[src/icr_pkg.sv]
// icr_pkg: shared constants of the interrupt global control block
// assumes: 32-bit apb data, 12-bit byte addresses, one aligned word each
package icr_pkg;

  // ----------------------------------------------------------------
  // register byte addresses
  // ----------------------------------------------------------------
  localparam logic [11:0] ADDR_CTRL2  = 12'h000; // interrupt_control_two
  localparam logic [11:0] ADDR_STAT   = 12'h004; // sticky event status
  localparam logic [11:0] ADDR_CLEAR  = 12'h008; // write one to clear
  localparam logic [11:0] ADDR_ENABLE = 12'h00C; // event enables

  // ----------------------------------------------------------------
  // interrupt_control_two field layout
  // ----------------------------------------------------------------
  localparam int          GLB_EN_BIT  = 15;
  localparam int          TDIS_BIT    = 14;
  localparam int          TRAP_BIT    = 13;
  localparam int          POL_LSB     = 0;
  localparam int          NUM_EXT     = 3;
  localparam logic [15:0] CTRL2_RESET = 16'h8000;
  localparam logic [15:0] CTRL2_WMASK = 16'hA007; // bit 14 read-only
  localparam logic        GLB_EN_RST  = 1'h1;
  localparam logic        TRAP_RESET  = 1'h0;
  localparam logic [2:0]  POL_RESET   = 3'h0;
  localparam logic [2:0]  EVT_RESET   = 3'h0;

endpackage

[src/icr_edge_if.sv]
// icr_edge_if: one external interrupt input with its chosen edge
// assumes: the pin is already synchronous to the core clock
`timescale 1ns/1ps
interface icr_edge_if;
  logic pin;   // external interrupt level
  logic pol;   // 1 selects falling edge, 0 rising
  logic pulse; // one-cycle edge event

  modport det (input pin, input pol, output pulse);
  modport ctl (output pin, output pol, input pulse);
endinterface

[src/icr_edge_det.sv]
// icr_edge_det: edge detector for one external interrupt input
// assumes: clock and synchronous reset copy come from the top module
`timescale 1ns/1ps
module icr_edge_det (
  // clock and reset
  input  wire logic  mclk_i,
  input  wire logic  rst_b_i,
  // edge channel
  icr_edge_if.det    edge_if
);

  logic prev_r;
  logic prev_nxt;

  // ----------------------------------------------------------------
  // previous level and edge select
  // ----------------------------------------------------------------
  // next value is simply the current pin level
  always_comb begin
    prev_nxt = edge_if.pin;
  end

  always_ff @(posedge mclk_i or negedge rst_b_i) begin
    if (!rst_b_i) begin
      prev_r <= 1'h0;
    end else begin
      prev_r <= prev_nxt;
    end
  end

  // falling edge when polarity set, rising edge when clear
  assign edge_if.pulse = edge_if.pol ? (prev_r & ~edge_if.pin)   // RULE_04
                                     : (~prev_r & edge_if.pin);  // RULE_04
endmodule

[src/icr_top.sv]
// icr_top: global interrupt control register with apb access
// assumes: core drives the timed-disable level, pins are synchronous
//
// Function
// [RULE_01] enable bit 15 resets to one; clear masks interrupts, not traps
// [RULE_02] bit 14 reads one while timed disable is active; resets zero
// [RULE_03] soft trap bit 13 read/write, resets zero, set raises trap
// [RULE_04] bits 2..0 choose edge of external inputs; one selects falling
// [RULE_05] bits 12..3 read zero and ignore writes
//
// Local design decisions: the register addresses and the APB register port.
`timescale 1ns/1ps
module icr_top (
  // clock and reset
  input  wire logic        mclk_i,
  input  wire logic        rst_b_i,
  // apb slave
  input  wire logic        psel_i,
  input  wire logic        penable_i,
  input  wire logic        pwrite_i,
  input  wire logic [11:0] paddr_i,
  input  wire logic [31:0] pwdata_i,
  output logic      [31:0] prdata_o,
  output logic             pready_o,
  output logic             pslverr_o,
  // core and pins
  input  wire logic        timed_disable_i,
  input  wire logic [2:0]  ext_irq_i,
  // outputs to the core
  output logic             global_irq_enable_o,
  output logic             soft_trap_o,
  output logic [2:0]       ext_edge_o,
  output logic             irq_o
);

  // ----------------------------------------------------------------
  // reset release through two flops
  // ----------------------------------------------------------------
  logic rst_meta_r;
  logic rst_sync_r;

  always_ff @(posedge mclk_i or negedge rst_b_i) begin
    if (!rst_b_i) begin
      rst_meta_r <= 1'h0;
      rst_sync_r <= 1'h0;
    end else begin
      rst_meta_r <= 1'h1;
      rst_sync_r <= rst_meta_r;
    end
  end

  // ----------------------------------------------------------------
  // edge detectors, one per external input
  // ----------------------------------------------------------------
  // a net, so each detector lane may drive its own bit
  wire logic [2:0] edge_pulse;
  logic [2:0] ext_irq2_edge_polarity_r; // bits 2..0 of the control word
  icr_edge_if edge_ch [icr_pkg::NUM_EXT] ();

  genvar gi;
  generate
    for (gi = 0; gi < icr_pkg::NUM_EXT; gi++) begin : g_edge
      assign edge_ch[gi].pin  = ext_irq_i[gi];
      assign edge_ch[gi].pol  = ext_irq2_edge_polarity_r[gi];
      assign edge_pulse[gi]   = edge_ch[gi].pulse;
      icr_edge_det u_det (
        .mclk_i  (mclk_i),
        .rst_b_i (rst_sync_r),
        .edge_if (edge_ch[gi])
      );
    end
  endgenerate

  // ----------------------------------------------------------------
  // apb decode
  // ----------------------------------------------------------------
  logic wr_en;
  logic rd_sel_ok;
  logic hit_ctrl;
  logic hit_stat;
  logic hit_clear;
  logic hit_enable;

  assign hit_ctrl   = (paddr_i == icr_pkg::ADDR_CTRL2);
  assign hit_stat   = (paddr_i == icr_pkg::ADDR_STAT);
  assign hit_clear  = (paddr_i == icr_pkg::ADDR_CLEAR);
  assign hit_enable = (paddr_i == icr_pkg::ADDR_ENABLE);
  assign rd_sel_ok  = hit_ctrl | hit_stat | hit_clear | hit_enable;
  // zero wait states: every access completes in its first access cycle
  assign pready_o   = 1'h1;
  assign pslverr_o  = psel_i & penable_i & ~rd_sel_ok;
  assign wr_en      = psel_i & penable_i & pwrite_i & rd_sel_ok;

  // ----------------------------------------------------------------
  // control word and interrupt registers
  // ----------------------------------------------------------------
  logic        glb_en_r, glb_en_nxt;
  logic        tdis_r,   tdis_nxt;
  logic        trap_r,  trap_nxt;
  logic [2:0]  pol_nxt;
  logic [2:0]  stat_r,  stat_nxt;
  logic [2:0]  en_r,    en_nxt;
  logic [2:0]  edge_r,  edge_nxt;
  logic [31:0] rdata_r, rdata_nxt;
  logic [15:0] ctrl_word;
  logic [15:0] wmasked;

  // unimplemented bits stay zero in the readback word
  always_comb begin
    ctrl_word                   = 16'h0000;                  // RULE_05
    ctrl_word[icr_pkg::GLB_EN_BIT] = glb_en_r;
    ctrl_word[icr_pkg::TDIS_BIT]   = tdis_r;
    ctrl_word[icr_pkg::TRAP_BIT] = trap_r;
    ctrl_word[icr_pkg::POL_LSB +: icr_pkg::NUM_EXT] =
      ext_irq2_edge_polarity_r;
  end

  assign wmasked = pwdata_i[15:0] & icr_pkg::CTRL2_WMASK;    // RULE_05

  // next-state for all software-visible state
  always_comb begin
    glb_en_nxt = glb_en_r;
    trap_nxt  = trap_r;
    pol_nxt   = ext_irq2_edge_polarity_r;
    en_nxt    = en_r;
    tdis_nxt  = timed_disable_i;                              // RULE_02
    edge_nxt  = edge_pulse;
    stat_nxt  = stat_r;
    rdata_nxt = rdata_r;
    if (wr_en && hit_ctrl) begin
      glb_en_nxt = wmasked[icr_pkg::GLB_EN_BIT];              // RULE_01
      trap_nxt = wmasked[icr_pkg::TRAP_BIT];                  // RULE_03
      pol_nxt  = wmasked[icr_pkg::POL_LSB +: icr_pkg::NUM_EXT]; // RULE_04
    end
    if (wr_en && hit_enable) begin
      en_nxt = pwdata_i[2:0];
    end
    if (wr_en && hit_clear) begin
      stat_nxt = stat_nxt & ~pwdata_i[2:0];
    end
    // set after clear so a same-cycle event is never lost
    stat_nxt = stat_nxt | edge_pulse;
    if (psel_i && !penable_i && !pwrite_i) begin
      rdata_nxt = 32'h0000_0000;
      if (hit_ctrl) begin
        rdata_nxt[15:0] = ctrl_word;                          // RULE_05
      end else if (hit_stat) begin
        rdata_nxt[2:0] = stat_r | edge_pulse;
      end else if (hit_enable) begin
        rdata_nxt[2:0] = en_r;
      end
    end
  end

  always_ff @(posedge mclk_i or negedge rst_sync_r) begin
    if (!rst_sync_r) begin
      glb_en_r                 <= icr_pkg::GLB_EN_RST;        // RULE_01
      tdis_r                   <= 1'h0;                       // RULE_02
      trap_r                   <= icr_pkg::TRAP_RESET;        // RULE_03
      ext_irq2_edge_polarity_r <= icr_pkg::POL_RESET;         // RULE_04
      stat_r                   <= icr_pkg::EVT_RESET;
      en_r                     <= icr_pkg::EVT_RESET;
      edge_r                   <= icr_pkg::EVT_RESET;
      rdata_r                  <= 32'h0000_0000;
    end else begin
      glb_en_r                 <= glb_en_nxt;
      tdis_r                   <= tdis_nxt;
      trap_r                   <= trap_nxt;
      ext_irq2_edge_polarity_r <= pol_nxt;
      stat_r                   <= stat_nxt;
      en_r                     <= en_nxt;
      edge_r                   <= edge_nxt;
      rdata_r                  <= rdata_nxt;
    end
  end

  // ----------------------------------------------------------------
  // outputs
  // ----------------------------------------------------------------
  // masking by the global enable never touches the trap path
  assign irq_o               = glb_en_r & |(stat_r & en_r);   // RULE_01
  assign soft_trap_o         = trap_r;                        // RULE_03
  assign global_irq_enable_o = glb_en_r;
  assign ext_edge_o          = edge_r;
  assign prdata_o            = rdata_r;
endmodule

[config.mk]
export PLATFORM = sky130hd
export DESIGN_NAME = icr_top
export DESIGN_NICKNAME = d
export VERILOG_FILES = /design/src/icr_pkg.sv /design/src/icr_edge_if.sv /design/src/icr_edge_det.sv /design/src/icr_top.sv
export SDC_FILE = /design/constraint.sdc
export NUM_CORES = 1
export LEC_CHECK = 0
export ABC_AREA = 1
export BUFFER_PORTS_ARGS = -buffer_cell sky130_fd_sc_hd__buf_2
export CAP_MARGIN = 5
export CORE_MARGIN = 5
export CORE_UTILIZATION = 42
export DETAILED_ROUTE_END_ITERATION = 8
export PLACE_DENSITY = 0.8
export SYNTH_ARGS = -nofsm -noshare
export SYNTH_HDL_FRONTEND = slang
export SYNTH_SLANG_ARGS = --single-unit
[constraint.sdc]
create_clock -name mclk_i -period 1.1 [get_ports mclk_i]
set_clock_uncertainty 0.1 [all_clocks]
set_input_delay 0.055 -clock mclk_i [delete_from_list [all_inputs] [get_ports mclk_i]]
set_output_delay 0.055 -clock mclk_i [all_outputs]
set_load 0.01 [all_outputs]
[Yosys cells after proc, flatten, opt, wreduce, memory -nomap -nowiden]
Index checks and enable logic that the tools add are counted.
Storage, ports and cells
  word-level logic and storage cells: 59
  register bits: 36
  output and inout bits: 40
  bits of input ports: 53
Operators by class
  reduce and logical (&&, ||, !) cells: 9
  equality and inequality tests: 3
  mux-type cells: 8
  bitwise operators: 26
Operator list (count)
  $eq 12x4->1 const B: 2
  $mux 13: 1
  $eq 12x3->1 const B: 1
  $logic_not 12->1: 1
  $mux 3: 4
  $and 1x1->1: 11
  $not 1->1: 7
  $and 3x3->3: 2
  $or 3x3->3: 2
  $logic_and 1x1->1: 5
  $mux 1: 3
  $not 3->3: 1
  $or 1x1->1: 3
  $reduce_or 3->1: 1
  $logic_not 1->1: 2

[Depth between registers and ports, before layout]
Gate-level depths: netlist of run 1.
  depth in word-level cells: 8
  mapped depth: 9
  gate-level depth less buffers: 8

[Hierarchy]
Synthesis of run 1 repeated with hierarchy kept, for this count alone.
Unflattened totals
  cells, all modules: 181
  area total of the unflattened synthesis: 1456.4 um^2
By module, submodules not included
  icr_top: sequential area each 576.8 um^2, instances 1, area each 1306.3 um^2, cells each 160
  icr_edge_det: sequential area each 25.0 um^2, instances 3, area each 50.0 um^2, cells each 7

[Worst setup path before layout of run 1]
OpenSTA, ideal clock, no wires.
  path type: reg-to-reg
  from: register ext_irq2_edge_polarity_r[0]
  to: register rdata_r[0], in the netlist prdata_o[0]
  buffers on the path: 0
  setup slack: 124 ps
  arrival: 759 ps
  cell stages (with the launch flop): 8
  cells stage by stage: dfrtp_1 -> inv_1 -> nand3_1 -> nand3_1 -> nand3_1 -> nand3_1 -> nand2_1 -> nand2_1
On the way
  longest elaborated chain between the ends: 4
Ends and longest elaborated chain
  from (decl): RTL line icr_top.sv:57  | logic [2:0] ext_irq2_edge_polarity_r;
  from (signal assigned): RTL line icr_top.sv:160  | ext_irq2_edge_polarity_r <= icr_pkg::POL_RESET;
  from (signal assigned): RTL line icr_top.sv:169  | ext_irq2_edge_polarity_r <= pol_nxt;
  $mux 1: RTL line icr_edge_det.sv:32  | assign edge_if.pulse = edge_if.pol ? (prev_r & ~edge_if.pin)
  $or 3x3->3: RTL line icr_top.sv:148  | rdata_nxt[2:0] = stat_r | edge_pulse;
  $mux 3: RTL line icr_top.sv:147  | end else if (hit_stat) begin
  $mux 3 *: RTL line icr_top.sv:145  | if (hit_ctrl) begin
  to (signal assigned): RTL line icr_top.sv:173  | rdata_r <= rdata_nxt;
  to (decl): RTL line icr_top.sv:104  | logic [31:0] rdata_r, rdata_nxt;
Every way passes the cells marked *; elsewhere a longest branch is shown, timed or not.
A chain may end at the register's enable or synchronous reset.

[Final worst setup path of run 1]
  from: register en_r[2]
  to: output port irq_o
On the way
  longest elaborated chain between the ends: 3
Ends and longest elaborated chain
  from (decl): RTL line icr_top.sv:102  | logic [2:0] en_r, en_nxt;
  from (signal assigned): RTL line icr_top.sv:162  | en_r <= icr_pkg::EVT_RESET;
  from (signal assigned): RTL line icr_top.sv:171  | en_r <= en_nxt;
  $and 3x3->3: RTL line icr_top.sv:181  | assign irq_o = glb_en_r & |(stat_r & en_r);
  $reduce_or 3->1: RTL line icr_top.sv:181
  $and 1x1->1: RTL line icr_top.sv:181
  to (decl): RTL line icr_top.sv:33  | output logic irq_o
Every way passes these cells.

==> results of run 1 <==
timing repair:
item	4_1_cts	5_1_grt
endpoints found under the hold margin	20	0
endpoints found under the setup margin	5	7
pin swaps	5	17
hold buffers	11	0
buffers inserted	4	3
gates resized for setup	13	20
synth_stat cells:
| cell type | number | share of area, % |
|---|---|---|
| and2_1 | 1 | 0.44 |
| nor2_4 | 1 | 0.79 |
| conb_1 | 2 | 0.53 |
| a21oi_1 | 1 | 0.35 |
| dfstp_2 | 1 | 1.9 |
| nor2_1 | 14 | 3.7 |
| a21boi_0 | 3 | 1.6 |
| buf_4 | 27 | 14 |
| nand3_2 | 1 | 0.70 |
| nor2_2 | 1 | 0.44 |
| dfrtp_1 | 25 | 44 |
| buf_6 | 1 | 0.79 |
| nand3_4 | 1 | 1.2 |
| o21ai_1 | 8 | 2.8 |
| buf_2 | 1 | 0.35 |
| nand2_1 | 39 | 10 |
| o21ai_0 | 3 | 1.1 |
| nand3_1 | 23 | 8.1 |
| inv_1 | 25 | 6.6 |
report_power, final:
group / switching, mW / internal [mW]
Combinational: 0.142 / 0.0959
Clock: 0.303 / 0.369
Sequential: 0.00672 / 0.973
metrics by stage:
stage          util, %  TNS [ps]  hold WS [ps]  instance area [um^2]
6_report          59.4      -363          39.8                  1970
3_5_place_dp      48.9      -839          -258                  1620
4_1_cts           56.4      -252          48.9                  1870
3_3_place_gp      48.9      -450          -259                  1620
2_1_floorplan        -         0          -341                  1520
5_1_grt           59.4      -686          76.8                  1970
layout make-up:
| class | count | share of cell area (%) |
|---|---|---|
| Multi-Input combinational cell | 124 | 34.1 |
| Sequential cell | 26 | 33.1 |
| Timing Repair Buffer | 64 | 22.4 |
| Inverter | 25 | 4.77 |
| Tap cell | 46 | 2.92 |
| Clock inverter | 1 | 1.53 |
| Clock buffer | 3 | 1.14 |
worst max path at each step:
stage	startpoint	endpoint	slack, ps	cells past startpoint
floorplan	ext_irq2_edge_polarity_r[0]	prdata_o[0]	120	7
global placement	paddr_i[11]	stat_r[0]	-70	7
detailed placement	paddr_i[1]	prdata_o[0]	-80	7
CTS	en_r[1]	irq_o	-170	5
global route	en_r[2]	irq_o	-240	5
finish	en_r[2]	irq_o	-190	5
metal layers:
layer / track usage, % / up-vias
met4: 3.97 / 0
met2: 21.7 / 73
met5: 0 / -
met3: 3.94 / 13
li1: - / 628
met1: 15.1 / 591
worst max-delay path: cells and delay by family, from the launching register on:
family	cells	cell delay (ps)
flops	1	410
buf+inv	2	140
simple gates	3	250
kinds of logic (layout without fill, tap and decap cells):
group,count (synthesis),count (layout)
AO/OA/AOI/OAI,15,15
buffers and inverters,54,93
flip-flops,26,26
other,2,28
AND/OR/NAND/NOR,81,81
registers in the layout, summed over array words and instances, names as in the netlist, 3 cells and up:
name / count
en_r: 3
ext_edge_o: 3
ext_irq2_edge_polarity_r: 3
g_edge.u_det.prev_r: 3
prdata_o: 6
stat_r: 3
==> results.env, run 1 <==
TIMING.FMAX_MHz=775
HOLD_VIOL_FINAL=0
R2R-END='prdata_o[1]'
SYNTHESIS.AREA_UM2=1420
NUMBER_OF_SYNTHESIZED_REGISTER_BITS=26
SYNTH.AREA.MUX_SHARE_PCT=0
FINAL.MIN_CLOCK_PERIOD_PS=1290
CP_CELL_SEQUENCE='nand2_1, nand3_2, nand2_2, inv_2, buf_6'
WL_PER_CELL_UM=11.8
YOSYS_WARNINGS=0
DP.CELLS=267
TIMING_MAX_TRANSITION_VIOLATIONS_FINAL=0
GRT_MAX_DEGREE=25
FINAL_CRITICAL_PATH_SHARE_OF_THE_CLOCK_PERIOD_PCT=117
CP_DATA_REQUIRED_TIME_PS=940
POST_DRT_VIA_CELL_RATIO=4.52
FIN_NETS=297
ANTENNA_FOUND_INITIAL=0
POWER-PER-CELL-AREA_nW_PER_UM2=960
GRT_SETUP_UNREPAIRED='yes'
MAX_STAGE_DELAY_PS=410
TOP_SIGNAL_LAYER_USED='met4'
SETUP_SLACK_PS=-190
HTREE_NUM_LEVELS=1
PATH_CLASS='flip-flop to output pin'
LAYOUT-AREA-OVERHEAD-VS-SYNTH_PCT=38.6
LEAKAGE_nW=1.08
YOSYSSEQAREASHARE_PCT=45.9
CLKLATENCYLATEPIN_PS=330
MIN_TO='prdata_o[2]'
MET1_LENGTH_MM=1.26
RESULT_OF_THE_RUN='complete, but fails checks'
WORST_SETUP_HOLD_PATH_CLK_SLEW_PS=150
DPL_WORST_SLACK_PS=-81.8
AREA_FRACTION_IN_AND_OR_NAND_AND_NOR_CELLS_AFTER_SYNTHESIS_PCT=25.7
HOLD_DEPTH=5
CORE_AREA_UM2=3310
FINAL-SETUP-VIOL-COUNT=4
CTS_NUM_SINKS=26
NUMPORTBUFFERS=38
CTS-ROOT-TO-SINK-BUFFERS=2
R2R_SETUP_SLACK_PS=-70
XOR_XNOR_PORTION_OF_THE_SYNTHESIZED_CELL_AREA_PCT=0
CLOCK_TREE_FROM_TRITONCTS='done'
MAX_CAP_VIOLATIONS=0
WORSTSETUPENDPOINTTYPE='output pin'
MIN-DELAY-START='psel_i'
REG2REG_FROM='en_r[1]'
NUM_ANTENNA_CELLS=0
MULTIINPUTGATEAREA_UM2=671
SYNTH-COMPOUND-AREA-SHARE_PCT=5.81
REG2REG_DEPTH=6
DETAIL_ROUTE_ANTENNA_NETS=0
ROUTE.FINAL.WIRE_LENGTH_MM=3.41
GRT_OVERFLOW_TOTAL=0
SYNTHCELLS=178
YOSYS.CELL_TYPES.COUNT=19
DRT_ITER0_DRC=46
ROUTE.MET3.WL_UM=376
ROUTABILITYCONGESTION=0.849
WORSTHOLDPATHTYPE='primary input to flip-flop'
FILL_CELLS=305
DIE_WIDTH_UM=68.2
CP_DATA_ARRIVAL_TIME_PS=1140
DETAILED_ROUTING_ITERATION_COUNT_FOR_THE_PRE_ANTENNA_REPAIR_PASS=6
WL_MET2_MM=1.68
AVGSYNTHCELLAREA_UM2=7.98
INITIAL_CORE_UTIL_PCT=42.9
CLOCK_TREE.ROOT_CELL='clkbuf_4'
GRT_PASS1_WL_MM=4.50
IOS=93
CTS_BUFFERS=3
LAYOUT_COMMON_CELLS='nand2_1 (37), buf_2 (36), conb_1 (28), dfrtp_1 (25), inv_1 (21)'
DIE_FOOTPRINT_UM2=4640
DRT_DRC_VIOLATIONS_LEFT=0
WORSTPATHMAXFANOUT=2
INSTANCES_NO_FILL=289
VIOLATED_CHECKS='setup timing'
START_KIND='flip-flop'
YOSYS.AREA_SHARE.ADDER_PCT=0
SLOWEST_STAGE='dfrtp_1'
MOST_COMMON_LIBRARY_CELL_IN_THE_LAYOUT_IGNORING_FILL_AND_TAPS='nand2_1'
MAX-VDD-IR-DROP_V=0.000980
POST-LAYOUT-TOTAL-POWER_mW=1.89
POST_ROUTE_CELLS_DRIVE_ABOVE_1_SHARE_PCT=36.2
DIE-HEIGHT_UM=68.2
SYNTH_TOP_FAMILY_BY_AREA='simple AND/OR/NAND/NOR gates'
VIA_COUNT_OF_THE_FIRST_GLOBAL_ROUTING_PASS=1103
REGAREA_UM2=652
STD_CELL_ROWS=21
VIAS=1305
GRT_UTIL_ALL_LAYERS_PCT=12.7
HALF_PERIMETER_WIRE_LENGTH_OF_THE_DETAILED_PLACEMENT_RESULT_MM=2.20
No activity file was read; power rests on OpenSTA's default activity.
==> inputs of run 2 (changes only) <==
--- a/config.mk
+++ b/config.mk
@@ -8,10 +8,12 @@
 export ABC_AREA = 1
 export BUFFER_PORTS_ARGS = -buffer_cell sky130_fd_sc_hd__buf_2
 export CAP_MARGIN = 5
+export CELL_PAD_IN_SITES_DETAIL_PLACEMENT = 1
+export CELL_PAD_IN_SITES_GLOBAL_PLACEMENT = 1
 export CORE_MARGIN = 5
-export CORE_UTILIZATION = 42
+export CORE_UTILIZATION = 28
 export DETAILED_ROUTE_END_ITERATION = 8
-export PLACE_DENSITY = 0.8
+export PLACE_DENSITY = 0.79
 export SYNTH_ARGS = -nofsm -noshare
 export SYNTH_HDL_FRONTEND = slang
 export SYNTH_SLANG_ARGS = --single-unit
==> run 2 against run 1 <==
The flow finishes with violations (hold timing, setup timing). Via count is 2.9% lower. Sequential cell count is the same. Sequential share of layout area is 0.27 points lower. Sequential power about the same. Cell area increased by 0.83%.
==> results.env, run 2 (same netlist as run 1, synthesis figures left out) <==
CTS_NUM_SINKS=26  # unchanged
PATH_CLASS='flip-flop to output pin'
DPL_WORST_SLACK_PS=-159  # -77.2 ps
DETAILED_ROUTING_ITERATION_COUNT_FOR_THE_PRE_ANTENNA_REPAIR_PASS=4  # -2
GRT_UTIL_ALL_LAYERS_PCT=11.5  # -1.1 points
DIE-HEIGHT_UM=81.2  # +19%
DP.CELLS=292  # +9.4%
IOS=93  # unchanged
CP_DATA_ARRIVAL_TIME_PS=1090  # -50 ps
LARGEST_REG_FLOPS=6  # unchanged
TIMING.FMAX_MHz=801  # +3.3%
DIE_WIDTH_UM=81.2  # +19%
STD_CELL_ROWS=26  # +24%
MAX_CAP_VIOLATIONS=0  # unchanged
INITIAL_CORE_UTIL_PCT=28.3  # -15 points
CLKLATENCYLATEPIN_PS=270  # -60 ps
CTS-ROOT-TO-SINK-BUFFERS=2  # unchanged
GRT_OVERFLOW_TOTAL=0  # unchanged
NUMPORTBUFFERS=38  # unchanged
HALF_PERIMETER_WIRE_LENGTH_OF_THE_DETAILED_PLACEMENT_RESULT_MM=2.79  # +27%
ANTENNA_FOUND_INITIAL=0  # unchanged
CP_DATA_REQUIRED_TIME_PS=940  # about the same
DIE_FOOTPRINT_UM2=6600  # +42%
POST_ROUTE_CELLS_DRIVE_ABOVE_1_SHARE_PCT=36.8  # +0.56 points
WORST_SETUP_HOLD_PATH_CLK_SLEW_PS=90  # -60 ps
ROUTE.FINAL.WIRE_LENGTH_MM=4.01  # +18%
WORSTPATHMAXFANOUT=2  # unchanged
FINAL-SETUP-VIOL-COUNT=5  # +1
RESULT_OF_THE_RUN='complete, but fails checks'
GRT_MAX_DEGREE=25  # unchanged
POWER-PER-CELL-AREA_nW_PER_UM2=927  # -3.4%
SETUP-TNS-FINAL_PS=-220  # +143 ps
FIN_NETS=296  # -0.34%
CORE_AREA_UM2=5010  # +51%
LEAKAGE_nW=1.08  # -0.58%
GRT_PASS1_WL_MM=5.98  # +33%
REG2REG_DEPTH=6  # unchanged
VIOLATED_CHECKS='hold timing, setup timing'
CLOCK_TREE_FROM_TRITONCTS='done'
CTS_BUFFERS=3  # unchanged
TIMING_MAX_TRANSITION_VIOLATIONS_FINAL=0  # unchanged
VIA_COUNT_OF_THE_FIRST_GLOBAL_ROUTING_PASS=1357  # +23%
INSTANCES_NO_FILL=312  # +8.0%
POST_DRT_VIA_CELL_RATIO=4.06  # -10%
DRT_DRC_VIOLATIONS_LEFT=0  # unchanged
START_KIND='flip-flop'
WL_PER_CELL_UM=12.8  # +9.0%
FINAL_CRITICAL_PATH_SHARE_OF_THE_CLOCK_PERIOD_PCT=113  # -3.8 points
NUM_ANTENNA_CELLS=0  # unchanged
FINAL.MIN_CLOCK_PERIOD_PS=1250  # -41.6 ps
VIAS=1267  # -2.9%
LAYOUT-AREA-OVERHEAD-VS-SYNTH_PCT=39.7
GRT_SETUP_UNREPAIRED='yes'
MAX-VDD-IR-DROP_V=0.000469  # -52%
DETAIL_ROUTE_ANTENNA_NETS=0  # unchanged
ROUTABILITYCONGESTION=0.782  # -7.8%
HOLD_DEPTH=4  # -1
HTREE_NUM_LEVELS=1  # unchanged
HOLD_VIOL_FINAL=1  # +1
WORSTHOLDPATHTYPE='primary input to flip-flop'
MOST_COMMON_LIBRARY_CELL_IN_THE_LAYOUT_IGNORING_FILL_AND_TAPS='buf_2'
WORSTSETUPENDPOINTTYPE='output pin'
SETUP_SLACK_PS=-148  # +41.6 ps
LAYOUT_COMMON_CELLS='buf_2 (36), nand2_1 (35), conb_1 (28), dfrtp_1 (25), inv_1 (20)'
CLOCK_TREE.ROOT_CELL='clkbuf_8'
TIMING.HOLD.WS_PS=-13.1  # -52.9 ps
DRT_ITER0_DRC=34  # -26%
POST-LAYOUT-TOTAL-POWER_mW=1.84  # -2.6%
==> run 2: what timing repair did <==
item | in CTS | in global routing
setup buffers | 4 | 2
hold buffers | 11 | 1
pin swaps | 9 | 16
setup endpoints to repair | 5 | 8
resized for setup | 11 | 25
hold endpoints to repair | 15 | 3
==> run 2: per-layer routing <==
| layer | vias to the layer above | share of wire [%] | global-route usage [%] |
|---|---|---|---|
| met1 | 594 | 39 | 13.0 |
| met4 | 0 | 1.6 | 5.07 |
| met5 | - | 0 | 0 |
| li1 | 622 | - | - |
| met3 | 6 | 5.2 | 1.22 |
| met2 | 45 | 54 | 21.6 |
==> run 2: stage by stage <==
stage               area, um^2  util, %
global placement          1640     32.8
detailed placement        1640     32.8
global route              1980     39.6
floorplan                 1520        -
finish                    1980     39.6
CTS                       1880     37.6
==> run 2: area by class of cell <==
class	count	area [um^2]
timing repair buffer	63	425
inverter	25	93.8
fill	639	3030
clock buffer	4	55.1
multi-input combinational	124	671
tap	70	87.6
sequential	26	652
==> run 2: worst paths after layout <==
kind	start	endpoint	slack, ps
worst max-delay path	en_r[1]	irq_o	-150
worst min-delay path	ext_irq_i[2]	ext_edge_o[2]	-10
worst max register to register	en_r[1]	prdata_o[1]	-30
worst min register to register	rst_sync_r	prdata_o[13]	150
max in group asynchronous	rst_b_i	rst_meta_r	210
min in group asynchronous	rst_sync_r	prdata_o[13]	150
==> run 2: critical path, stage by stage (launching register included) <==
cell	delay, ps
dfrtp_1	400
nand2_1	90
nand3_2	90
nand2_1	80
inv_1	50
buf_6	120
==> run 2: power by group <==
group	switching [mW]	internal, mW
Sequential	0.00809	0.972
Combinational	0.147	0.0920
Clock	0.301	0.320
Total	0.456	1.38
==> inputs of run 3 (changes only) <==
--- a/config.mk
+++ b/config.mk
@@ -14,6 +14,8 @@
 export CORE_UTILIZATION = 28
 export DETAILED_ROUTE_END_ITERATION = 8
 export PLACE_DENSITY = 0.79
+export SETUP_SLACK_MARGIN = 0.2
+export SLEW_MARGIN = 30
 export SYNTH_ARGS = -nofsm -noshare
 export SYNTH_HDL_FRONTEND = slang
 export SYNTH_SLANG_ARGS = --single-unit
==> run 3 against run 2 <==
The flow still finishes with violations (hold timing, setup timing). Global-route usage is 1.4 points higher. Die area unchanged. Register-to-register slack lost 20 ps. First-iteration DRC count increased by 50%. Via count is 7.6% higher. Hold slack improved by 4.5 ps. Clock power up 4.5%. Cell count rose by 3.8%. Critical path depth shrank 2. Combinational power grew 24%. Cell area increased by 14%.
==> results.env, run 3 (same netlist as run 1, synthesis figures left out) <==
CTS_BUFFERS=3  # unchanged
FINAL-SETUP-VIOL-COUNT=5  # unchanged
POWER-PER-CELL-AREA_nW_PER_UM2=850  # -8.3%
IOS=93  # unchanged
DIE-HEIGHT_UM=81.2  # unchanged
MOST_COMMON_LIBRARY_CELL_IN_THE_LAYOUT_IGNORING_FILL_AND_TAPS='buf_2'
FINAL_CRITICAL_PATH_SHARE_OF_THE_CLOCK_PERIOD_PCT=112  # -1.5 points
TIMING.HOLD.WS_PS=-8.58  # +4.55 ps
NUM_ANTENNA_CELLS=0  # unchanged
INSTANCES_NO_FILL=324  # +3.8%
VIOLATED_CHECKS='hold timing, setup timing'
RESULT_OF_THE_RUN='complete, but fails checks'
CORE_AREA_UM2=5010  # unchanged
POST_ROUTE_CELLS_DRIVE_ABOVE_1_SHARE_PCT=46.9  # +10 points
CLKLATENCYLATEPIN_PS=280  # about the same
WORSTPATHMAXFANOUT=3  # +1
DP.CELLS=292  # unchanged
WORSTSETUPENDPOINTTYPE='output pin'
START_KIND='flip-flop'
FIN_NETS=308  # +4.1%
MIN-DELAY-START='ext_irq_i[2]'
DIE_WIDTH_UM=81.2  # unchanged
CP_DATA_REQUIRED_TIME_PS=940  # about the same
LARGEST_REG_FLOPS=6  # unchanged
SLOWEST_STAGE='dfstp_2'
VIAS=1363  # +7.6%
SETUP_SLACK_PS=-132  # +16.4 ps
GRT_UTIL_ALL_LAYERS_PCT=13.0  # +1.4 points
REGAREA_UM2=652  # unchanged
DIE_FOOTPRINT_UM2=6600  # unchanged
STARTPOINT='global_irq_enable_o'
LAYOUT.CORE_UTILIZATION_PCT=45.2  # +5.6 points
MAX-VDD-IR-DROP_V=0.000385  # -18%
NUMPORTBUFFERS=38  # unchanged
DETAIL_ROUTE_ANTENNA_NETS=0  # unchanged
CTS_NUM_SINKS=26  # unchanged
CTS-ROOT-TO-SINK-BUFFERS=2  # unchanged
FILL_CELLS=632  # -1.1%
HALF_PERIMETER_WIRE_LENGTH_OF_THE_DETAILED_PLACEMENT_RESULT_MM=2.78  # -0.27%
ROUTE.FINAL.WIRE_LENGTH_MM=4.70  # +17%
TIMING_MAX_TRANSITION_VIOLATIONS_FINAL=0  # unchanged
HOLD_VIOL_FINAL=1  # unchanged
CLOCK_TREE.ROOT_CELL='clkbuf_8'
INITIAL_CORE_UTIL_PCT=28.3  # unchanged
DETAILED_ROUTING_ITERATION_COUNT_FOR_THE_PRE_ANTENNA_REPAIR_PASS=4  # unchanged
HTREE_NUM_LEVELS=1  # unchanged
DPL_WORST_SLACK_PS=-226  # -66.8 ps
LAYOUT-AREA-OVERHEAD-VS-SYNTH_PCT=59.6
DRT_DRC_VIOLATIONS_LEFT=0  # unchanged
STD_CELL_ROWS=26  # unchanged
POST_DRT_VIA_CELL_RATIO=4.21  # +3.6%
ANTENNA_FOUND_INITIAL=0  # unchanged
HOLD_DEPTH=4  # unchanged
TIMING.FMAX_MHz=812  # +1.3%
WL_PER_CELL_UM=14.5  # +13%
MULTIINPUTGATEAREA_UM2=781  # +16%
REG2REG_FROM='stat_r[0]'
CLOCK_TREE_FROM_TRITONCTS='done'
LAYOUT_COMMON_CELLS='buf_2 (31), nand2_1 (29), conb_1 (28), dfrtp_1 (25), inv_1 (20)'
GRT_SETUP_UNREPAIRED='yes'
REG2REG_DEPTH=7  # +1
VIA_COUNT_OF_THE_FIRST_GLOBAL_ROUTING_PASS=1429  # +5.3%
FINAL.MIN_CLOCK_PERIOD_PS=1230  # -16.4 ps
CP_DATA_ARRIVAL_TIME_PS=1080  # about the same
GRT_MAX_DEGREE=25  # unchanged
GRT_PASS1_WL_MM=6.54  # +9.5%
GRT_OVERFLOW_TOTAL=0  # unchanged
LEAKAGE_nW=1.17  # +8.5%
WORSTHOLDPATHTYPE='primary input to flip-flop'
WORST_SETUP_HOLD_PATH_CLK_SLEW_PS=100  # about the same
MAX_STAGE_DELAY_PS=580  # +180 ps
DRT_ITER0_DRC=51  # +50%
ROUTABILITYCONGESTION=0.784  # +0.26%
PATH_CLASS='flip-flop to output pin'
MAX_CAP_VIOLATIONS=0  # unchanged
CP_CELL_SEQUENCE='nand2_1, inv_1, buf_2'
-- run 3: cell count changes in the layout (fill, tap and decap cells not counted), sizes merged --
cell / delta
buf: +11
nand3: +1
-- run 3: per-stage QoR --
step / power [mW] / instance area [um^2] / TNS, ps
after floorplan: 1.18 / 1550 / 0
after global placement: 1.20 / 1700 / -732
after detailed placement: 1.21 / 1700 / -1490
after CTS: 1.90 / 2120 / -152
after global routing: 2.01 / 2270 / -593
final: 1.93 / 2270 / -271
-- run 3: cell type report --
| type | count | share of cell area [%] |
|---|---|---|
| Multi-Input combinational cell | 125 | 34.5 |
| Sequential cell | 26 | 28.8 |
| Timing Repair Buffer | 74 | 26.2 |
| Inverter | 25 | 4.25 |
| Tap cell | 70 | 3.87 |
| Clock buffer | 4 | 2.43 |
-- run 3: repair_timing --
| item | CTS | global route |
|---|---|---|
| cloned | 0 | 1 |
| hold buffers | 11 | 1 |
| gates resized for setup | 48 | 26 |
| setup buffers | 11 | 5 |
| endpoints found under the setup margin | 20 | 30 |
| pin swaps | 23 | 11 |
| endpoints found under the hold margin | 15 | 2 |
-- run 3: power breakdown --
part / total [mW] / internal [mW] / switching, mW
sequential: 0.981 / 0.972 / 0.00845
combinational: 0.296 / 0.124 / 0.172
clock: 0.649 / 0.321 / 0.328
total: 1.93 / 1.42 / 0.508
-- run 3: path summary, 6_finish.rpt --
path | slack [ps] | endpoint
max | -130 | irq_o
min | -9 | ext_edge_o[2]
max reg2reg | -50 | prdata_o[0]
min reg2reg | 120 | prdata_o[13]
max in group asynchronous | 250 | rst_meta_r
min in group asynchronous | 120 | prdata_o[13]
-- run 3: metal layers --
layer  vias to the layer above  routed length (um)  track usage [%]
li1                        649                   -                -
met1                       663                1790             14.5
met2                        44                2540             24.1
met3                         7                 291             2.66
met4                         0                  74             4.56
met5                         -                   0                0
-- run 3: critical path, delay by kind of cell, from the launching register on --
| family | cells | cell delay, ps |
|---|---|---|
| DFF | 1 | 580 |
| buffers and inverters | 2 | 160 |
| and+or+nand+nor | 1 | 60 |
